--- src/hw/mgmt_pkg.sv ---
// constants and carrier types for the module management block
package mgmt_pkg;
  localparam int unsigned CLK_HZ = 100_000_000;
  localparam int unsigned CLK_PERIOD_NS = 10;
  localparam logic [6:0] TARGET_ADDR = 7'h50;
  // time figures in their own units
  localparam int unsigned LOSS_MIN_NS = 500;
  localparam int unsigned LOSS_MAX_US = 400;
  localparam int unsigned TX_OFF_MAX_US = 100;
  localparam int unsigned TX_ON_MAX_S = 25;
  localparam int unsigned INIT_MIN_S = 19;
  localparam int unsigned INIT_MAX_S = 120;
  localparam int unsigned STRETCH_MAX_US = 500;
  localparam int unsigned COMMIT_NS = 2000;
  localparam int unsigned TX_SETTLE_NS = 1000;
  // derived cycle counts
  localparam int unsigned LOSS_MIN_CYC =
    (LOSS_MIN_NS + CLK_PERIOD_NS - 1) / CLK_PERIOD_NS;
  localparam int unsigned STRETCH_MAX_CYC =
    STRETCH_MAX_US * (CLK_HZ / 1_000_000);
  localparam int unsigned COMMIT_CYC =
    (COMMIT_NS + CLK_PERIOD_NS - 1) / CLK_PERIOD_NS;
  localparam int unsigned TX_SETTLE_CYC =
    (TX_SETTLE_NS + CLK_PERIOD_NS - 1) / CLK_PERIOD_NS;
  localparam int unsigned INIT_MIN_CYC = INIT_MIN_S * CLK_HZ;
  // register map of the management space
  localparam int MEM_DEPTH = 128;
  localparam logic [6:0] NV_BASE = 7'h40;
  localparam logic [6:0] ALT_SETUP_OFS = 7'h3e;
  localparam logic [6:0] ALT_HOLD_OFS = 7'h3f;
  // alternative select times in units of 0.1 ms
  localparam logic [7:0] ALT_SETUP_VAL = 8'h14;
  localparam logic [7:0] ALT_HOLD_VAL = 8'h14;
  localparam logic [7:0] MEM_RESET_VAL = 8'h00;

  typedef struct packed {
    logic scl;
    logic sda;
    logic sel_n;
    logic rx_low;
    logic tx_off;
  } pin_sample_t;

  localparam pin_sample_t PIN_IDLE = '{1'b1, 1'b1, 1'b1, 1'b0, 1'b1};

  typedef enum logic [3:0] {
    ST_IDLE = 4'b0000,
    ST_ADDR = 4'b0001,
    ST_ADDR_ACK = 4'b0011,
    ST_PTR = 4'b0010,
    ST_PTR_ACK = 4'b0110,
    ST_WDATA = 4'b0111,
    ST_WACK = 4'b0101,
    ST_RDATA = 4'b1101,
    ST_RACK = 4'b1111
  } bus_state_t;
endpackage : mgmt_pkg

--- src/hw/level_settle.sv ---
// level filter that moves its output after a settled run of cycles
`timescale 1ns/1ps
module level_settle #(
  parameter int unsigned RISE_CYC = 1,
  parameter int unsigned FALL_CYC = 1
) (
  input wire logic ref_clk, // block clock
  input wire logic rst, // synchronous reset, active high
  input wire logic reset_level, // level held during reset
  input wire logic level_in, // synchronised level
  output logic level_out // settled level
);
  logic [31:0] run_reg;
  logic [31:0] need;

  assign need = level_out ? FALL_CYC : RISE_CYC;

  always_ff @(posedge ref_clk) begin
    if (rst) begin
      run_reg <= 32'h0000_0000;
    end else if (level_in == level_out || run_reg + 32'h0000_0001 >= need) begin
      run_reg <= 32'h0000_0000;
    end else begin
      run_reg <= run_reg + 32'h0000_0001;
    end
  end

  // output only flips once the input has differed for the whole run
  always_ff @(posedge ref_clk) begin
    if (rst) begin
      level_out <= reset_level;
    end else if (level_in != level_out &&
                 run_reg + 32'h0000_0001 >= need) begin
      level_out <= level_in;
    end
  end
endmodule : level_settle

--- src/hw/module_mgmt_two_wire_alarms.sv ---
// management target, alarm outputs and transmitter control of the module
`timescale 1ns/1ps
module module_mgmt_two_wire_alarms #(
  parameter int unsigned INIT_CYC = mgmt_pkg::INIT_MIN_CYC
) (
  input wire logic ref_clk, // 100 MHz block clock
  input wire logic rst, // synchronous reset, active high
  input wire logic scl_in, // serial clock level seen on the pin
  output logic scl_out, // serial clock drive value, always low
  output logic scl_oe, // high while stretching the clock
  input wire logic sda_in, // serial data level seen on the pin
  output logic sda_out, // serial data drive value, always low
  output logic sda_oe, // high while pulling data low
  input wire logic bus_select_n, // host select, low selects
  input wire logic rx_power_low, // optical front end: power too low
  input wire logic transmitter_off_request, // host disable input
  output logic rx_power_lost, // receive loss indication
  output logic module_missing, // presence line, low when inserted
  output logic tx_enable, // transmitter drive enable
  output logic init_done // initialization finished
);
  import mgmt_pkg::*;

  pin_sample_t meta_reg, sync_reg;
  logic scl_prev_reg, sda_prev_reg;
  bus_state_t state_reg;
  logic [3:0] bit_cnt_reg;
  logic [7:0] shift_reg;
  logic [7:0] tx_byte_reg;
  logic [6:0] ptr_reg;
  logic [31:0] init_cnt_reg;
  logic [31:0] stretch_cnt_reg;
  logic nv_write_reg;
  logic los_settled, tx_settled;
  logic [7:0] rd_cur, rd_nxt;
  logic [7:0] mem [MEM_DEPTH];

  logic scl_rise, scl_fall, start_seen, stop_seen, selected;

  // read view: fixed capability bytes overlay the store
  function automatic logic [7:0] read_byte(input logic [6:0] ofs,
                                           input logic [7:0] stored);
    unique case (ofs)
      ALT_SETUP_OFS: read_byte = ALT_SETUP_VAL;
      ALT_HOLD_OFS: read_byte = ALT_HOLD_VAL;
      default: read_byte = stored;
    endcase
  endfunction : read_byte

  // bytes at the pointer and one past it, as the host will see them
  always_comb begin
    rd_cur = read_byte(ptr_reg, mem[ptr_reg]);
    rd_nxt = read_byte(ptr_reg + 7'h01, mem[ptr_reg + 7'h01]);
  end

  // two flops before any logic looks at a pin
  always_ff @(posedge ref_clk) begin
    if (rst) begin
      meta_reg <= PIN_IDLE;
      sync_reg <= PIN_IDLE;
    end else begin
      meta_reg <= '{scl_in, sda_in, bus_select_n, rx_power_low,
                    transmitter_off_request};
      // many samples per clock phase even at the 1 MHz bus rate
      sync_reg <= meta_reg;
    end
  end

  always_ff @(posedge ref_clk) begin
    if (rst) begin
      scl_prev_reg <= 1'b1;
      sda_prev_reg <= 1'b1;
    end else begin
      scl_prev_reg <= sync_reg.scl;
      sda_prev_reg <= sync_reg.sda;
    end
  end

  assign scl_rise = sync_reg.scl & ~scl_prev_reg;
  assign scl_fall = ~sync_reg.scl & scl_prev_reg;
  assign start_seen = sync_reg.scl & scl_prev_reg &
                      ~sync_reg.sda & sda_prev_reg;
  assign stop_seen = sync_reg.scl & scl_prev_reg &
                     sync_reg.sda & ~sda_prev_reg;
  // select high is the pulled-up idle: no bus activity at all
  assign selected = ~sync_reg.sel_n & init_done;

  // initialization timer from reset
  always_ff @(posedge ref_clk) begin
    if (rst) begin
      init_cnt_reg <= 32'h0000_0000;
      init_done <= 1'b0;
    end else if (!init_done) begin
      if (init_cnt_reg + 32'h0000_0001 >= INIT_CYC) begin
        init_done <= 1'b1;
      end else begin
        init_cnt_reg <= init_cnt_reg + 32'h0000_0001;
      end
    end
  end

  // loss filter: settled run keeps glitches shorter than the minimum out
  level_settle #(
    .RISE_CYC(LOSS_MIN_CYC),
    .FALL_CYC(LOSS_MIN_CYC)
  ) los_filter (
    .ref_clk(ref_clk),
    .rst(rst),
    .reset_level(1'b0),
    .level_in(sync_reg.rx_low),
    .level_out(los_settled)
  );

  // transmitter: off on the synchronised request at once, on after settling
  level_settle #(
    .RISE_CYC(TX_SETTLE_CYC),
    .FALL_CYC(1)
  ) tx_filter (
    .ref_clk(ref_clk),
    .rst(rst),
    .reset_level(1'b0),
    .level_in(~sync_reg.tx_off & init_done),
    .level_out(tx_settled)
  );

  // alarm outputs registered so the pins come straight from flops
  always_ff @(posedge ref_clk) begin
    if (rst) begin
      rx_power_lost <= 1'b0;
      tx_enable <= 1'b0;
    end else begin
      rx_power_lost <= los_settled;
      tx_enable <= tx_settled & ~sync_reg.tx_off;
    end
  end

  // presence: a flop held low stands in for the internal pull-down
  always_ff @(posedge ref_clk) begin
    if (rst) begin
      module_missing <= 1'b0;
    end else begin
      module_missing <= 1'b0;
    end
  end

  // open drain: only the enables move, the drive value stays low
  always_ff @(posedge ref_clk) begin
    if (rst) begin
      scl_out <= 1'b0;
      sda_out <= 1'b0;
    end else begin
      scl_out <= 1'b0;
      sda_out <= 1'b0;
    end
  end

  // clock stretch after a nonvolatile byte, bounded well below the limit
  // a deselect cuts a stretch short and frees the clock line
  always_ff @(posedge ref_clk) begin
    if (rst || !selected) begin
      stretch_cnt_reg <= 32'h0000_0000;
      scl_oe <= 1'b0;
    end else if (state_reg == ST_WACK && scl_fall && nv_write_reg) begin
      stretch_cnt_reg <= COMMIT_CYC;
      scl_oe <= 1'b1;
    end else if (stretch_cnt_reg != 32'h0000_0000) begin
      stretch_cnt_reg <= stretch_cnt_reg - 32'h0000_0001;
      scl_oe <= stretch_cnt_reg != 32'h0000_0001;
    end else begin
      scl_oe <= 1'b0;
    end
  end

  // bit counter and receive shifter
  // a start clears the count so a repeated start realigns bytes
  always_ff @(posedge ref_clk) begin
    if (rst || !selected || start_seen) begin
      bit_cnt_reg <= 4'h0;
      shift_reg <= 8'h00;
    end else if (scl_rise) begin
      shift_reg <= {shift_reg[6:0], sync_reg.sda};
      bit_cnt_reg <= bit_cnt_reg + 4'h1;
    end else if (scl_fall && bit_cnt_reg == 4'h9) begin
      bit_cnt_reg <= 4'h0;
    end
  end

  // volatile writes land in one cycle, so acceptance is immediate
  always_ff @(posedge ref_clk) begin
    if (selected && state_reg == ST_WDATA && scl_fall &&
        bit_cnt_reg == 4'h8) begin
      mem[ptr_reg] <= shift_reg;
    end
  end

  always_ff @(posedge ref_clk) begin
    if (rst) begin
      nv_write_reg <= 1'b0;
    end else if (state_reg == ST_WDATA && scl_fall &&
                 bit_cnt_reg == 4'h8) begin
      nv_write_reg <= ptr_reg >= NV_BASE;
    end
  end

  // byte pointer: set by the first written byte, steps per data byte
  always_ff @(posedge ref_clk) begin
    if (rst) begin
      ptr_reg <= 7'h00;
    end else if (selected && scl_fall && bit_cnt_reg == 4'h8) begin
      if (state_reg == ST_PTR) begin
        ptr_reg <= shift_reg[6:0];
      end else if (state_reg == ST_WDATA) begin
        ptr_reg <= ptr_reg + 7'h01;
      end
    end else if (selected && scl_fall && state_reg == ST_RACK &&
                 bit_cnt_reg == 4'h9) begin
      ptr_reg <= ptr_reg + 7'h01;
    end
  end

  // sequencer and data line drive
  // deselect drops an ack at once, even in mid-byte
  always_ff @(posedge ref_clk) begin
    if (rst || !selected) begin
      state_reg <= ST_IDLE;
      sda_oe <= 1'b0;
      tx_byte_reg <= 8'h00;
    end else if (stop_seen) begin
      state_reg <= ST_IDLE;
      sda_oe <= 1'b0;
    end else if (start_seen) begin
      state_reg <= ST_ADDR;
      sda_oe <= 1'b0;
    end else if (scl_fall) begin
      unique case (state_reg)
        ST_IDLE: begin
          sda_oe <= 1'b0;
        end
        ST_ADDR: begin
          if (bit_cnt_reg == 4'h8) begin
            if (shift_reg[7:1] == TARGET_ADDR) begin
              state_reg <= ST_ADDR_ACK;
              sda_oe <= 1'b1;
            end else begin
              state_reg <= ST_IDLE;
            end
          end
        end
        ST_ADDR_ACK: begin
          // the ack clock has shifted in, so the direction bit sits at 1
          if (shift_reg[1]) begin
            state_reg <= ST_RDATA;
            tx_byte_reg <= {rd_cur[6:0], 1'b0};
            sda_oe <= ~rd_cur[7];
          end else begin
            state_reg <= ST_PTR;
            sda_oe <= 1'b0;
          end
        end
        ST_PTR: begin
          if (bit_cnt_reg == 4'h8) begin
            state_reg <= ST_PTR_ACK;
            sda_oe <= 1'b1;
          end
        end
        ST_PTR_ACK, ST_WACK: begin
          state_reg <= ST_WDATA;
          sda_oe <= 1'b0;
        end
        ST_WDATA: begin
          if (bit_cnt_reg == 4'h8) begin
            state_reg <= ST_WACK;
            sda_oe <= 1'b1;
          end
        end
        ST_RDATA: begin
          if (bit_cnt_reg == 4'h8) begin
            state_reg <= ST_RACK;
            sda_oe <= 1'b0;
          end else begin
            sda_oe <= ~tx_byte_reg[7];
            tx_byte_reg <= {tx_byte_reg[6:0], 1'b0};
          end
        end
        ST_RACK: begin
          // master nack ends the read; ack loads the next byte
          if (shift_reg[0]) begin
            state_reg <= ST_IDLE;
            sda_oe <= 1'b0;
          end else begin
            state_reg <= ST_RDATA;
            tx_byte_reg <= {rd_nxt[6:0], 1'b0};
            sda_oe <= ~rd_nxt[7];
          end
        end
        default: begin
          state_reg <= ST_IDLE;
          sda_oe <= 1'b0;
        end
      endcase
    end
  end
endmodule : module_mgmt_two_wire_alarms
--- config.mk ---
export PLATFORM = sky130hd
export DESIGN_NAME = module_mgmt_two_wire_alarms
export DESIGN_NICKNAME = d
export VERILOG_FILES = /design/src/hw/mgmt_pkg.sv /design/src/hw/level_settle.sv /design/src/hw/module_mgmt_two_wire_alarms.sv
export SDC_FILE = /design/constraint.sdc
export NUM_CORES = 2
export LEC_CHECK = 0
export BUFFER_PORTS_ARGS = -buffer_cell sky130_fd_sc_hd__buf_4
export CAP_MARGIN = 5
export CORE_ASPECT_RATIO = 1.5
export CORE_UTILIZATION = 58
export DETAILED_ROUTE_END_ITERATION = 12
export PLACE_DENSITY = 0.77
export SLEW_MARGIN = 0
export SYNTH_ARGS = -nofsm -noshare
export SYNTH_HDL_FRONTEND = slang
export SYNTH_SLANG_ARGS = --single-unit
--- constraint.sdc ---
create_clock -name ref_clk -period 3.7 [get_ports ref_clk]
set_input_delay 0.555 -clock ref_clk [delete_from_list [all_inputs] [get_ports ref_clk]]
set_output_delay 0.555 -clock ref_clk [all_outputs]
set_load 0.05 [all_outputs]
==> out/metrics.csv <==
stage;metric;value;unit
routing;dr.first_iter.drc_count;5567;
pwr;p_switching;0.00522;W
pwr;power.density;412;mW/mm^2
sta;clock.fmax;276;MHz
final_layout;layout.cells.non_filler;5161;
worst_setup_path;slowest_delay;0.65;ns
min_path;hold_path_startpoint;transmitter_off_request;
pwr;peakVddDrop;0.403;mV
die;fp.dieW;257;um
yosys;netlist_instances;3530;
clock_network;clkTransAtPathRegs;0.06;ns
pwr;power_switching_share;0.198;
min_path;min_delay_path_depth;2;
grt;grt_max_degree;103;
final_layout;nFillCells;6254;
pwr;power.leakage;20.2;nW
routing;wl;176000;um
sta;grt_setup_unrepaired;no;
clock_network;cts_buffers;110;
worst_setup_path;end_kind;register;
worst_setup_path;path_max_fanout;21;
worst_setup_path;cpMaxStageDelayCell;nor3_1;
yosys;ys_seq_area_frac;0.609;
place;dp_hpwl;118000;um
die;initial_core_util;0.588;
sta;relSlewSlack;0.271;
grt;track_usage;0.362;
place;place.gp.congestion;1.07;
final_layout;ff_latch_area;0.0345;mm^2
final_layout;multi_input_area;0.0213;mm^2
final_layout;syn_to_final_growth;13.2;%
yosys;synth_top_family_by_area;multiplexers;
clock_network;cts_tree;built;
worst_setup_path;path_class;reg -> reg;
sta;setup_tns;0;ns
yosys;yosysTopAreaCell;edfxtp_1;
final_layout;post-route-util;0.666;
place;port_buffers;11;
worst_setup_path;r2r_end;sda_oe;
yosys;synthAdderAreaFrac;0.00420;
min_path;min_to;meta_reg[0];
die;std_cell_rows;139;
yosys;synth-edff-count;1024;
run_status;run_status;finished clean;
grt;overflow;0;
flow_run;drv_cap;0;
worst_setup_path;path_cells;buf_12 > buf_4 > mux4_2 > a22oi_1 > a21oi_1 > nor3_1 > o22ai_1 > nor2_1 > o31a_1;
pwr;p_comb_frac;0.004;
place;dpl.cell_count;4949;
yosys;synthesis.area;0.0566;mm^2
routing;drtPass1Iterations;8;
final_layout;largest-register;mem;
final_layout;largest_reg_flops;1024;
routing;wire_per_inst;34.2;um
final_layout;drive_gt1_frac;0.283;
routing;vias_per_cell;7.23;
yosys;synth_xor_area_frac;0.00991;
yosys;yosysWarnings;0;
sta;setup_viol;0;
sta;finalClockSkew;0.0288;ns
yosys;synth-seq-cells;1209;
clock_network;insertion_delay;0.75;ns
pwr;seq_power_share;0.554;
worst_setup_path;required;4.38;ns
yosys;synth-compound-area-share;0.0523;
sta;hold_violations;0;
min_path;holdCritPathClass;in -> reg;
yosys;synthTopCellsByArea;edfxtp_1 54%, mux4_2 21%, dfxtp_1 6.5%, nand2_1 1.8%, nor2_1 1.8%;
grt;grt_pass1_vias;37090;
routing;antenna_left;0;
worst_setup_path;r2r_setup_slack;0.08;ns
pwr;p_int;0.0212;W
yosys;synth_flop_cell;edfxtp_1;
yosys;muxShareOfSynthArea;0.226;
clock_network;cts_sinks;1209;
yosys;syn_area_per_cell;16.0;um^2
grt;grt_pass1_wl;253000;um
die;dieArea;0.0988;mm^2
yosys;synth-async-reset-ratio;0;
clock_network;cts_buffer_depth;3;
die;core;0.0962;mm^2
yosys;synthMostInstantiatedCell;edfxtp_1;
routing;drc_errors;0;
sta;max_slew.worst_pin.slew;1.09;ns
yosys;yosys-top-cells-count;1024 x edfxtp_1, 527 x mux4_2, 278 x nand2_1;
yosys;synth_top_area_frac;0.544;
die;die_y;384;um
yosys;synthSimpleGateAreaFrac;0.0780;
worst_setup_path;cp.arrival;4.30;ns
sta;period_share;0.978;
worst_setup_path;start_kind;register;
grt;antenna_found_initial;8;
die;ios;15;
routing;via_count;37323;
pwr;clkPwrFrac;0.443;
worst_setup_path;reg2reg_depth;9;
yosys;synth_cell_type_count;79;
sta;min_period;3.62;ns
clock_network;ctsHtreeMaxLevel;3;
clock_network;clockRootBuffer;clkbuf_16;
sta;drv_slew;0;
final_layout;layout.nets;3819;
==> cells in the final DEF (no fill, tap or decap), drive strengths merged, types with 23 or more instances in the layout <==
master  Yosys  layout
nor2      264     264
nand2     278     278
xor2       25      25
a31oi      25      25
inv        25      30
clkinv      0      43
edfxtp   1024    1024
xnor2      39      39
buf       118     333
nor2b      31      31
a22oi      57      57
clkbuf    118     139
and3       24      24
mux2       23      23
o22ai      33      33
o21ai      53      53
or4        34      34
nor3       48      48
conb        1      54
mux4      527     527
a311oi     23      23
nand4      32      32
a21oi      87      87
or3        27      27
dfxtp     185     185
mux2i      67      67
nand3      99      99
==> cell families after synthesis <==
kind of cell | Yosys count
flops | 1209
simple gates | 930
mux | 617
compound gates | 429
buf+inv | 261
xor+xnor | 64
fa+ha+maj | 19
other cells | 1
==> cell type report <==
type                    count  area share
diodes                      2   0.0000782
clock buffers             139      0.0466
clock inverters            70      0.0106
inverters                  25     0.00147
multi-input cells        2113       0.332
flip-flops and latches   1209       0.539
well taps                1269      0.0248
repair buffers            334      0.0454
==> what timing repair did <==
action / CTS / global route
endpoints found under the hold margin: 1 / 0
buffers inserted: 0 / 0
hold buffers: 1 / 0
setup endpoints to repair: 0 / 3
gates resized for setup: 0 / 4
==> power by group through the flow <==
stage / Combinational (W) / Clock, W / Sequential [W]
final: 0.000100 / 0.0117 / 0.0146
after global routing: 0.000113 / 0.0122 / 0.0146
after CTS: 0.0000996 / 0.0117 / 0.0146
after detailed placement: 0.0000973 / 0 / 0.0149
after global placement: 0.0000944 / 0 / 0.0149
after floorplan: 0.0000810 / 0 / 0.0149
==> stage by stage <==
step	cell area [um^2]	setup WS, ns	hold WS, ns	total power [W]
after floorplan	56800	0.0607	0.389	0.0150
after global routing	64000	0.0867	0.00457	0.0269
after global placement	60300	0.158	0.399	0.0150
after detailed placement	60300	0.113	0.394	0.0150
final	64000	0.0832	0.0115	0.0264
after CTS	64000	0.117	0.000943	0.0264
==> critical path: cells and delay by family, from the launching register on <==
family	cells	cell delay (ns)
buffers and inverters	2	0.62
multiplexers	1	0.60
AND/OR/NAND/NOR	2	0.81
flip-flops	1	0.53
AO/OA/AOI/OAI	4	0.97
==> worst max-delay path by stage <==
stage,from,to,cells after the start
floorplan,ptr_reg[0],tx_byte_reg[2],15
global placement,ptr_reg[1],tx_byte_reg[1],11
detailed placement,ptr_reg[1],tx_byte_reg[7],11
CTS,ptr_reg[1],tx_byte_reg[7],11
global route,ptr_reg[1],tx_byte_reg[7],11
finish,register,sda_oe,9
==> per-layer routing <==
metal / vias up / GRT usage / routed length [um]
met5: - / 0 / 65
met4: 10 / 0.307 / 18100
met3: 806 / 0.0956 / 20400
met2: 2949 / 0.585 / 84300
met1: 18628 / 0.400 / 53600
li1: 14930 / - / -
No activity file was read; power rests on OpenSTA's default activity.
